<file path="config.mk">
export PLATFORM = sky130hd
export DESIGN_NAME = buck_sequencer
export DESIGN_NICKNAME = d
export VERILOG_FILES = /design/src/shared/buck_seq_pkg.sv /design/src/rtl/pin_filter.sv /design/src/rtl/buck_sequencer.sv
export SDC_FILE = /design/constraint.sdc
export NUM_CORES = 1
export LEC_CHECK = 0
export ABC_AREA = 1
export BUFFER_PORTS_ARGS = -buffer_cell sky130_fd_sc_hd__buf_2
export CAP_MARGIN = 10
export CORE_MARGIN = 3
export CORE_UTILIZATION = 45
export DETAILED_ROUTE_END_ITERATION = 10
export PLACE_DENSITY = 0.66
export SLEW_MARGIN = 20
export SYNTH_ARGS = -nofsm -noshare
export SYNTH_HDL_FRONTEND = slang
export SYNTH_SLANG_ARGS = --single-unit
</file>
<file path="constraint.sdc">
create_clock -name aclk -period 5.8 [get_ports aclk]
set_input_delay 1.16 -clock aclk [delete_from_list [all_inputs] [get_ports aclk]]
set_output_delay 1.16 -clock aclk [all_outputs]
set_load 0.05 [all_outputs]
</file>
<file path="src/shared/buck_seq_pkg.sv">
package buck_seq_pkg;

  // ==========================================================
  // Clock and timing
  localparam int CLK_KHZ = 25_000;
  localparam int FSW_LOW_HZ = 400_000;
  localparam int FSW_HIGH_HZ = 1_500_000;
  localparam int SS_LOW_US = 2500;
  localparam int SS_HIGH_US = 3500;
  localparam int HIC_LOW_US = 25000;
  localparam int HIC_HIGH_US = 35000;
  localparam int TON_MIN_NS = 36;

  localparam int TIMER_W = 20;
  localparam logic [19:0] SS_LOW_CYC_DEF = 20'(SS_LOW_US * CLK_KHZ / 1000);
  localparam logic [19:0] SS_HIGH_CYC_DEF = 20'(SS_HIGH_US * CLK_KHZ / 1000);
  localparam logic [19:0] HIC_LOW_CYC_DEF = 20'(HIC_LOW_US * CLK_KHZ / 1000);
  localparam logic [19:0] HIC_HIGH_CYC_DEF = 20'(HIC_HIGH_US * CLK_KHZ / 1000);
  localparam logic [6:0] PER_LOW_CYC = 7'(CLK_KHZ * 1000 / FSW_LOW_HZ);
  localparam logic [6:0] PER_HIGH_CYC = 7'(CLK_KHZ * 1000 / FSW_HIGH_HZ);
  // Least time, so round up, and never below one cycle
  localparam int TON_RAW = (TON_MIN_NS * CLK_KHZ + 999_999) / 1_000_000;
  localparam logic [6:0] TON_MIN_CYC = 7'((TON_RAW < 1) ? 1 : TON_RAW);
  // Missing external clock: two of the longest internal periods
  localparam logic [7:0] SYNC_GAP_CYC = 8'(2 * PER_LOW_CYC);
  localparam logic [1:0] LOCK_EDGES = 2'h2;

  // ==========================================================
  // Register map (byte addresses) and bus answers
  localparam int ADDR_W = 8;
  localparam logic [7:0] ADDR_CTRL = 8'h00;
  localparam logic [7:0] ADDR_STATUS = 8'h04;
  localparam logic [7:0] ADDR_HICCUPS = 8'h08;
  localparam int CTRL_FREQ_HIGH_BIT = 0;
  localparam logic CTRL_FREQ_HIGH_RST = 1'b0;
  localparam logic [1:0] RESP_OKAY = 2'h0;
  localparam logic [1:0] RESP_SLVERR = 2'h2;

  // ==========================================================
  // Types
  typedef enum logic [2:0] {
    ST_OFF, ST_BIAS_WAIT, ST_SOFT_START, ST_RUN, ST_HICCUP, ST_THERMAL
  } seq_state_t;

  // Asynchronous inputs: pins and analog comparators
  typedef struct packed {
    logic en;
    logic mode_sync;
    logic phase_in;
    logic bias_ok;
    logic cur_limit;
    logic out_low_quarter;
    logic over_temp;
    logic temp_cooled;
    logic out_above_2v5;
    logic out_below_1v8;
    logic out_in_window;
    logic loop_end_on;
    logic light_load;
  } sense_in_t;

  localparam int SENSE_W = $bits(sense_in_t);

  // Power stage and analog control outputs
  typedef struct packed {
    logic bias_reg_en;
    logic bias_from_output;
    logic hs_on;
    logic ls_on;
    logic switch_node_hiz;
    logic ss_ramp_active;
    logic shared_node_drive;
    logic shared_node_as_input;
  } drive_out_t;

  typedef struct packed {
    logic [SENSE_W-1:0] s1;
    logic [SENSE_W-1:0] s2;
    logic [SENSE_W-1:0] s3;
    logic [SENSE_W-1:0] f;
  } filt_regs_t;

  typedef struct packed {
    logic aw_got;
    logic w_got;
    logic [7:0] awaddr;
    logic [7:0] wdata;
    logic wstrb0;
    logic bvalid;
    logic [1:0] bresp;
    logic rvalid;
    logic [1:0] rresp;
    logic [31:0] rdata;
  } axi_regs_t;

  typedef struct packed {
    seq_state_t state;
    logic target;
    logic freq_high;
    logic [19:0] timer;
    logic [6:0] cnt;
    logic [6:0] on_cnt;
    logic hs;
    logic ls;
    logic in_limit;
    logic sync_prev;
    logic [1:0] edge_cnt;
    logic [7:0] gap_cnt;
    logic phase_clk;
    logic pg_low;
    logic [15:0] hiccups;
    axi_regs_t axi;
  } seq_regs_t;

endpackage

</file>
<file path="src/rtl/pin_filter.sv">
`timescale 1ns/10ps
module pin_filter
  import buck_seq_pkg::*;
(
  // Clock, reset, enable
  input wire logic aclk,
  input wire logic aresetn,
  input wire logic ce,
  // Raw and filtered levels
  input wire sense_in_t raw_in,
  output sense_in_t clean_out
);

  filt_regs_t q, d;
  logic [SENSE_W-1:0] agree;

  // =========================================================
  // Per bit: a change counts once stages two and three agree
  genvar i;
  generate
    for (i = 0; i < SENSE_W; i++) begin : g_bit
      assign agree[i] = (q.s2[i] == q.s3[i]) ? q.s2[i] : q.f[i];
    end
  endgenerate

  // Stage one feeds only stage two, so metastability stays contained
  always_comb begin
    d = q;
    d.s1 = raw_in;
    d.s2 = q.s1;
    d.s3 = q.s2;
    d.f = agree;
  end

  always_ff @(posedge aclk) begin
    if (!aresetn) begin
      q <= '0;
    end else if (ce) begin
      q <= d;
    end
  end

  assign clean_out = sense_in_t'(q.f);

endmodule

</file>
<file path="src/rtl/buck_sequencer.sv">
`timescale 1ns/10ps
// What this block does
// Low enable: shutdown, bias regulator and both gate drivers off.
// After enable, stay idle until internal supply clears lockout, then ramp.
// Soft-start lasts 2.5ms at low frequency, 3.5ms at high frequency.
// Switch at fixed internal 400kHz or 1.5MHz per selected variant.
// Mode input low gives pulse skipping; high or clocked gives forced fixed frequency.
// With external clock, each switching period starts at its rising edge.
// Lock onto an applied external clock within two of its cycles.
// No external edge for over two periods: fall back to internal oscillator.
// High-side on-time never shorter than the 36ns minimum.
// Overload: high side until limit trips, low side until below, repeat.
// Hard short flagged when output under quarter target while current limiting.
// Hard short: stop 35ms or 25ms, then soft-start again, indefinitely.
// Hard-short detection and hiccup inhibited during soft-start.
// Over-temperature stops converter; restart only after 15C cooling.
// While off, switch node high impedance with both switches open.
// Bias from input at startup; from output only above 2.5V, never below 1.8V.
// On enable rise: target if phase clock pin tied high, else controller.
// Controller drives phase clock 180 degrees from its switching clock; code counts half the internal period, even when locked externally.
// In pulse skipping, phase clock output stays quiet.
// Controller drives shared error node; target takes it as current command.
// System uses two phases only in forced mode; may disable target.
// Power-ok output open-drain: pulls low only, external pull-up.
// Low enable aborts any state immediately back to shutdown.
// Enable, mode and role inputs pass a synchroniser before use.
module buck_sequencer
  import buck_seq_pkg::*;
#(
  parameter logic [19:0] SS_LOW_CYC = SS_LOW_CYC_DEF,
  parameter logic [19:0] SS_HIGH_CYC = SS_HIGH_CYC_DEF,
  parameter logic [19:0] HIC_LOW_CYC = HIC_LOW_CYC_DEF,
  parameter logic [19:0] HIC_HIGH_CYC = HIC_HIGH_CYC_DEF
) (
  // Clock, reset, enable
  input wire logic aclk,
  input wire logic aresetn,
  input wire logic ce,
  // AXI4-Lite write
  input wire logic awvalid,
  output logic awready,
  input wire logic [ADDR_W-1:0] awaddr,
  input wire logic wvalid,
  output logic wready,
  input wire logic [31:0] wdata,
  input wire logic [3:0] wstrb,
  output logic bvalid,
  input wire logic bready,
  output logic [1:0] bresp,
  // AXI4-Lite read
  input wire logic arvalid,
  output logic arready,
  input wire logic [ADDR_W-1:0] araddr,
  output logic rvalid,
  input wire logic rready,
  output logic [31:0] rdata,
  output logic [1:0] rresp,
  // Pins and comparators, asynchronous
  input wire sense_in_t sense_pins_in,
  // Power stage controls
  output drive_out_t drive_out,
  // Phase clock pin, two-way
  output logic phase_clock_out_o,
  output logic phase_clock_out_oe,
  // Power-ok pin, open drain
  output logic power_ok_out_o,
  output logic power_ok_out_oe
);

  seq_regs_t q, d;
  sense_in_t s;

  // =========================================================
  // Input conditioning
  pin_filter u_filter (
    .aclk(aclk),
    .aresetn(aresetn),
    .ce(ce),
    .raw_in(sense_pins_in),
    .clean_out(s)
  );

  // =========================================================
  // Next-state logic
  always_comb begin
    logic [6:0] per;
    logic [19:0] ss_cyc;
    logic [19:0] hic_cyc;
    logic ext_edge;
    logic clk_present;
    logic locked;
    logic skip_mode;
    logic period_start;
    logic active;
    logic hard_short;
    logic [7:0] a;
    per = q.freq_high ? PER_HIGH_CYC : PER_LOW_CYC;
    ss_cyc = q.freq_high ? SS_HIGH_CYC : SS_LOW_CYC;
    hic_cyc = q.freq_high ? HIC_HIGH_CYC : HIC_LOW_CYC;
    ext_edge = s.mode_sync & ~q.sync_prev;
    clk_present = (q.edge_cnt != 2'h0);
    locked = (q.edge_cnt == LOCK_EDGES);
    skip_mode = ~s.mode_sync & ~clk_present;
    period_start = locked ? ext_edge : (q.cnt >= per - 7'h1);
    active = (q.state == ST_SOFT_START) || (q.state == ST_RUN);
    hard_short = q.in_limit & s.out_low_quarter;
    a = 8'h00;
    d = q;

    // External clock watch: edges counted up to lock, cleared on a long gap
    d.sync_prev = s.mode_sync;
    if (ext_edge) begin
      d.gap_cnt = 8'h00;
      if (!locked) begin
        d.edge_cnt = q.edge_cnt + 2'h1;
      end
    end else if (q.gap_cnt >= SYNC_GAP_CYC) begin
      d.edge_cnt = 2'h0;
    end else begin
      d.gap_cnt = q.gap_cnt + 8'h01;
    end

    // Period counter; saturates while waiting for a slow external edge
    if (period_start) begin
      d.cnt = 7'h00;
    end else if (q.cnt != 7'h7f) begin
      d.cnt = q.cnt + 7'h01;
    end

    // Power switch sequencing, one period at a time
    if (!active) begin
      d.hs = 1'b0;
      d.ls = 1'b0;
      d.in_limit = 1'b0;
    end else if (period_start) begin
      d.in_limit = 1'b0;
      d.on_cnt = 7'h00;
      d.hs = ~(skip_mode & s.light_load);
      d.ls = 1'b0;
    end else if (q.hs) begin
      if (q.on_cnt != 7'h7f) begin
        d.on_cnt = q.on_cnt + 7'h01;
      end
      if (s.cur_limit) begin
        d.hs = 1'b0;
        d.ls = 1'b1;
        d.in_limit = 1'b1;
      end else if (s.loop_end_on && (q.on_cnt >= TON_MIN_CYC - 7'h1)) begin
        d.hs = 1'b0;
        d.ls = 1'b1;
      end
    end else if (q.in_limit && q.ls && !s.cur_limit) begin
      d.hs = 1'b1;
      d.ls = 1'b0;
      d.on_cnt = 7'h00;
    end

    // Phase clock: high once the period count reaches half the internal period
    d.phase_clk = active & ~skip_mode & ~q.target & (q.cnt >= (per >> 1));
    d.pg_low = ~((q.state == ST_RUN) & s.out_in_window);

    // Sequencer; a low enable wins over everything
    d.timer = q.timer + 20'h00001;
    if (!s.en) begin
      d.state = ST_OFF;
      d.hs = 1'b0;
      d.ls = 1'b0;
      d.phase_clk = 1'b0;
    end else begin
      case (q.state)
        ST_OFF: begin
          d.target = s.phase_in;
          d.state = ST_BIAS_WAIT;
        end
        ST_BIAS_WAIT: begin
          if (s.over_temp) begin
            d.state = ST_THERMAL;
          end else if (s.bias_ok) begin
            d.state = ST_SOFT_START;
            d.timer = 20'h00000;
          end
        end
        ST_SOFT_START: begin
          if (s.over_temp) begin
            d.state = ST_THERMAL;
          end else if (!s.bias_ok) begin
            d.state = ST_BIAS_WAIT;
          end else if (q.timer >= ss_cyc - 20'h00001) begin
            d.state = ST_RUN;
          end
        end
        ST_RUN: begin
          if (s.over_temp) begin
            d.state = ST_THERMAL;
          end else if (!s.bias_ok) begin
            d.state = ST_BIAS_WAIT;
          end else if (hard_short) begin
            d.state = ST_HICCUP;
            d.timer = 20'h00000;
            d.hiccups = q.hiccups + 16'h0001;
            d.hs = 1'b0;
            d.ls = 1'b0;
          end
        end
        ST_HICCUP: begin
          if (s.over_temp) begin
            d.state = ST_THERMAL;
          end else if (q.timer >= hic_cyc - 20'h00001) begin
            d.state = ST_SOFT_START;
            d.timer = 20'h00000;
          end
        end
        ST_THERMAL: begin
          // The sensor reports the cooled state once it has fallen by the hysteresis
          if (s.temp_cooled && !s.over_temp) begin
            d.state = ST_SOFT_START;
            d.timer = 20'h00000;
          end
        end
        default: begin
          d.state = ST_OFF;
        end
      endcase
    end

    // AXI4-Lite write side: address and data taken in either order
    if (q.axi.bvalid && bready) begin
      d.axi.bvalid = 1'b0;
    end
    if (awvalid && awready) begin
      d.axi.aw_got = 1'b1;
      d.axi.awaddr = awaddr;
    end
    if (wvalid && wready) begin
      d.axi.w_got = 1'b1;
      d.axi.wdata = wdata[7:0];
      d.axi.wstrb0 = wstrb[0];
    end
    if (q.axi.aw_got && q.axi.w_got && !q.axi.bvalid) begin
      d.axi.aw_got = 1'b0;
      d.axi.w_got = 1'b0;
      d.axi.bvalid = 1'b1;
      d.axi.bresp = RESP_OKAY;
      a = {q.axi.awaddr[7:2], 2'h0};
      if (a == ADDR_CTRL) begin
        if (q.axi.wstrb0) begin
          d.freq_high = q.axi.wdata[CTRL_FREQ_HIGH_BIT];
        end
      end else if (a == ADDR_STATUS || a == ADDR_HICCUPS) begin
        d.axi.bresp = RESP_OKAY; // Read-only, write ignored
      end else begin
        d.axi.bresp = RESP_SLVERR;
      end
    end

    // AXI4-Lite read side
    if (q.axi.rvalid && rready) begin
      d.axi.rvalid = 1'b0;
    end
    if (arvalid && arready) begin
      d.axi.rvalid = 1'b1;
      d.axi.rresp = RESP_OKAY;
      a = {araddr[7:2], 2'h0};
      if (a == ADDR_CTRL) begin
        d.axi.rdata = {31'h00000000, q.freq_high};
      end else if (a == ADDR_STATUS) begin
        d.axi.rdata = {23'h000000, q.in_limit, q.ls, q.hs, skip_mode, locked,
                       q.target, q.state};
      end else if (a == ADDR_HICCUPS) begin
        d.axi.rdata = {16'h0000, q.hiccups};
      end else begin
        d.axi.rdata = 32'h00000000;
        d.axi.rresp = RESP_SLVERR;
      end
    end
  end

  // =========================================================
  // State register; clock enable freezes everything
  always_ff @(posedge aclk) begin
    if (!aresetn) begin
      q <= '0;
      q.state <= ST_OFF;
      q.freq_high <= CTRL_FREQ_HIGH_RST;
      q.pg_low <= 1'b1;
    end else if (ce) begin
      q <= d;
    end
  end

  // =========================================================
  // Bus handshakes; one write and one read in flight at most
  assign awready = ~q.axi.aw_got & ~q.axi.bvalid;
  assign wready = ~q.axi.w_got & ~q.axi.bvalid;
  assign bvalid = q.axi.bvalid;
  assign bresp = q.axi.bresp;
  assign arready = ~q.axi.rvalid;
  assign rvalid = q.axi.rvalid;
  assign rdata = q.axi.rdata;
  assign rresp = q.axi.rresp;

  // =========================================================
  // Power stage and pins, all from flip-flops
  always_comb begin
    drive_out.bias_reg_en = (q.state != ST_OFF);
    // Hand over to the output only once running and output is high enough
    drive_out.bias_from_output = (q.state == ST_RUN) & s.out_above_2v5 &
                                 ~s.out_below_1v8;
    drive_out.hs_on = q.hs;
    drive_out.ls_on = q.ls;
    drive_out.switch_node_hiz = ~q.hs & ~q.ls;
    drive_out.ss_ramp_active = (q.state == ST_SOFT_START);
    drive_out.shared_node_drive = ~q.target & (q.state != ST_OFF);
    drive_out.shared_node_as_input = q.target & (q.state != ST_OFF);
  end

  // A target never drives its phase pin; it is strapped high by the board
  assign phase_clock_out_o = q.phase_clk;
  assign phase_clock_out_oe = ~q.target & (q.state != ST_OFF);
  assign power_ok_out_o = 1'b0;
  assign power_ok_out_oe = q.pg_low;

endmodule

</file>
==> metrics.md <==
| Metric | Value |
|---|---|
| Outcome | complete, no violations |
| Antenna violations before repair | 0 |
| Syn avg cell area | 7.049 um^2 |
| Data arrival time of the worst path | 1.82 ns |
| Avg Vias per Cell | 4.905 |
| Final core occ | 52.71% |
| Top Ports | 126 |
| Die Span Y | 133.5 um |
| Achievable Freq | 0.3358 GHz |
| Final Hold Viols | 0 |
| Setup CP Type | reg -> out |
| Fin nets | 1,175 |
| Clock sinks | 146 |
| CP Launch Type | register |
| Actual slew at the worst max-slew pin | 1.025 ns |
| ANT cells | 0 |
| Area of the mapped netlist | 7317 um^2 |
| Iter 0 DRT Violations | 344 |
| Unrepaired setup endpoints after global routing | false |
| Reg2Reg Launch Point | q[123] |
| Synth unique cells | 43 |
| Inserted Clock Buffers | 17 |
| Top Family by Delay on Critical Path | flip-flops |
| Crit path capture type | output pin |
| Residual DRC | 0 |
| Via count | 6,376 |
| Initial Utilization | 47.09% |
| IO buf count | 68 |
| CTS tree | yes |
| Post-layout minimum cycle time | 2.978 ns |
| End of the worst register-to-register path | q[122] |
| Crit path from | q[125] |
| # resized after CTS | 0 |
| CP max stage cell | dfxtp_1 |
| Slew HR | 31.57% |
| Wire length per cell | 12.23 um |
| Slack of the critical path | 2.822 ns |
| Pwr Density | 282.4 nW/um^2 |
| Filler Cells Inserted | 1,545 |
| DRT antenna net count | 0 |
| Hold Crit Depth | 2 |
| Crit-path cells | nor2_1 -> nand2_1 -> inv_1 -> nor2_1 -> buf_2 |
| Fin crit share | 51.35% |
| Post-synthesis sequential area ratio | 39.95% |
| Final number of setup-violating endpoints | 0 |
| First-pass GRT wire length | 27.26 mm |
| Post-synthesis cell count | 1,038 |
| Area growth, synth to finish | 11.94% |
| Pins Over Slew Limit | 0 |
| Worst Hold End | q[81] |
| Clock skew | 0.006874 ns |
| Crit path largest cell delay | 0.50 ns |
| Vias in the first global route | 5,792 |
| Yosys reg bits | 146 |
| Max cap viols | 0 |
| Clock latency on the worst-skew pair | 0.42 ns |
| Lkg Pwr | 3.538 nW |
| Required @ worst endpoint | 4.64 ns |
| Buf/Inv on CP | 2 |
| Clk slew on worst S/H paths | 0.06 ns |
| Pre-antenna DRT Iters | 5 |
| Total setup buffers inserted after CTS | 0 |
| Crit-path max FO | 7 |
| Die area | 17,830 um^2 |
| R2R cell count | 15 |
| CTS H-tree lvls | 4 |
| Total gr overflow | 0 |
| Routability cong. | 0.8953 |
| Total core area | 15,540 um^2 |
| Min-delay src | q[81] |
| Place WS | 2.828 ns |
| Largest net degree at the start of global routing | 63 |
| Setup tns final | 0 ns |
| Share of layout cells above drive strength 1 | 12.40% |
| Hold_buf cts | 0 |
| Worst path most repeated cell | nor2_1 |
| Yosys warnings | 0 |
| Gr usage total | 18.34% |
| DRT Wirelength | 15.90 mm |
| CTS root buf | clkbuf_16 |
| Max VDD drop | 0.2102 mV |
| CTS max path bufs | 2 |
| # rows | 45 |
| Die width | 133.5 um |
| Hold crit path type | reg -> reg |
| R2R Setup Slk | 2.87 ns |
| DP HPWL | 11.04 mm |
[how the worst max path moves through the flow]
| stage | slack [ns] | to | cells past startpoint |
|---|---|---|---|
| 3_5_place_dp | 2.83 | q[79] | 9 |
| 2_1_floorplan | 2.61 | drive_out[1] | 5 |
| 3_3_place_gp | 2.82 | q[79] | 9 |
| 4_1_cts | 2.86 | drive_out[1] | 5 |
| 5_1_grt | 2.55 | q[116] | 15 |
| 6_report | 2.82 | drive_out[1] | 5 |
[flip-flops by register name, indices dropped and copies added (netlist names)]
register            cells
bresp                   1
u_filter.q             13
bvalid                  1
drive_out               2
q                      70
rdata                  16
phase_clock_out_o       1
power_ok_out_oe         1
u_filter.d             26
rresp                   1
u_filter.clean_out     13
rvalid                  1
[per-layer routing]
layer | part of all wire (%) | up-vias | wire length [um] | global-route usage (%)
met5 | 0 | - | 0 | 0
met4 | 1.3 | 0 | 209 | 5.829
met3 | 4.7 | 17 | 749 | 4.532
met2 | 44 | 126 | 6932 | 27.77
met1 | 50 | 2835 | 8007 | 25.81
li1 | - | 3398 | - | -
[where the power goes]
group	total (mW)	switching, mW	leakage, nW	internal, mW
logic	0.178	0.133	2.08	0.0455
clock network	1.08	0.427	0.272	0.656
registers	1.05	0.0196	1.19	1.03
total	2.31	0.579	3.54	1.73
[tightest hold or removal path, cell delays in order (launching register included)]
cell     delay (ns)
dfxtp_1        0.31
inv_1          0.05
a21oi_1        0.05
[through the flow]
stage / hold slack, ns / total power [mW] / instance area (um^2) / instances
floorplan: 0.4300 / 1.220 / 7385 / 1056
global placement: 0.4411 / 1.250 / 7602 / 1269
detailed placement: 0.4438 / 1.252 / 7602 / 1269
CTS: 0.4533 / 2.338 / 8190 / 1300
global route: 0.4815 / 2.405 / 8190 / 1300
finish: 0.4504 / 2.313 / 8190 / 1300
[synth_stat cells, drive strengths merged]
cell    count  area (um^2)
o21ai      90        450.4
a31oi       1        6.260
nor3b       3        22.52
and3        1        6.260
nor4        6        56.31
dfxtp     146         2923
nand3      49        250.2
o21bai      8        60.06
a211oi      2        15.01
nor2      155        629.3
xnor2       4        35.03
conb        1        3.750
xor2        9        78.83
inv       107        401.6
and2        1        6.260
or2         6        37.54
a41oi       1        16.27
nand3b      3        26.27
nand2     202        770.7
o21a        2        15.01
buf        53        355.3
o211ai      6        45.04
ha         25        312.8
o22ai       2        12.51
clkinv      1        3.750
nand4      12        75.07
nor3       27        145.1
clkbuf     18        68.81
a22oi       1        7.510
a21oi      96        480.5
[area by class of cell]
| class | instances | area (um^2) | share of cell area [%] |
|---|---|---|---|
| Multi-Input combinational cell | 731 | 3632 | 44.35 |
| Sequential cell | 146 | 2923 | 35.69 |
| Clock buffer | 20 | 456.7 | 5.576 |
| Inverter | 108 | 405.4 | 4.950 |
| Timing Repair Buffer | 73 | 377.9 | 4.613 |
| Tap cell | 211 | 264.0 | 3.223 |
| Clock inverter | 11 | 131.4 | 1.604 |
[kinds of logic after synthesis]
group / Yosys count / share of synthesized area, %
and+or+nand+nor: 465 / 27.68
AOI/OAI and AO/OA: 209 / 15.15
buffers and inverters: 179 / 11.34
DFF: 146 / 39.95
adders and majority gates: 25 / 4.275
xor gates and xnor gates: 13 / 1.556
other: 1 / 0.05125
[cells in the final DEF (no fill, tap or decap), types with 17 or more instances in the layout]
master and instances:
nand3_1 48, conb_1 19, o21ai_0 86, ha_1 25
nand2_1 197, nor3_1 25, nor2_1 148, buf_2 68
inv_1 98, dfxtp_1 146, clkbuf_16 17, a21oi_1 96
(Power assumes the default switching activity.)
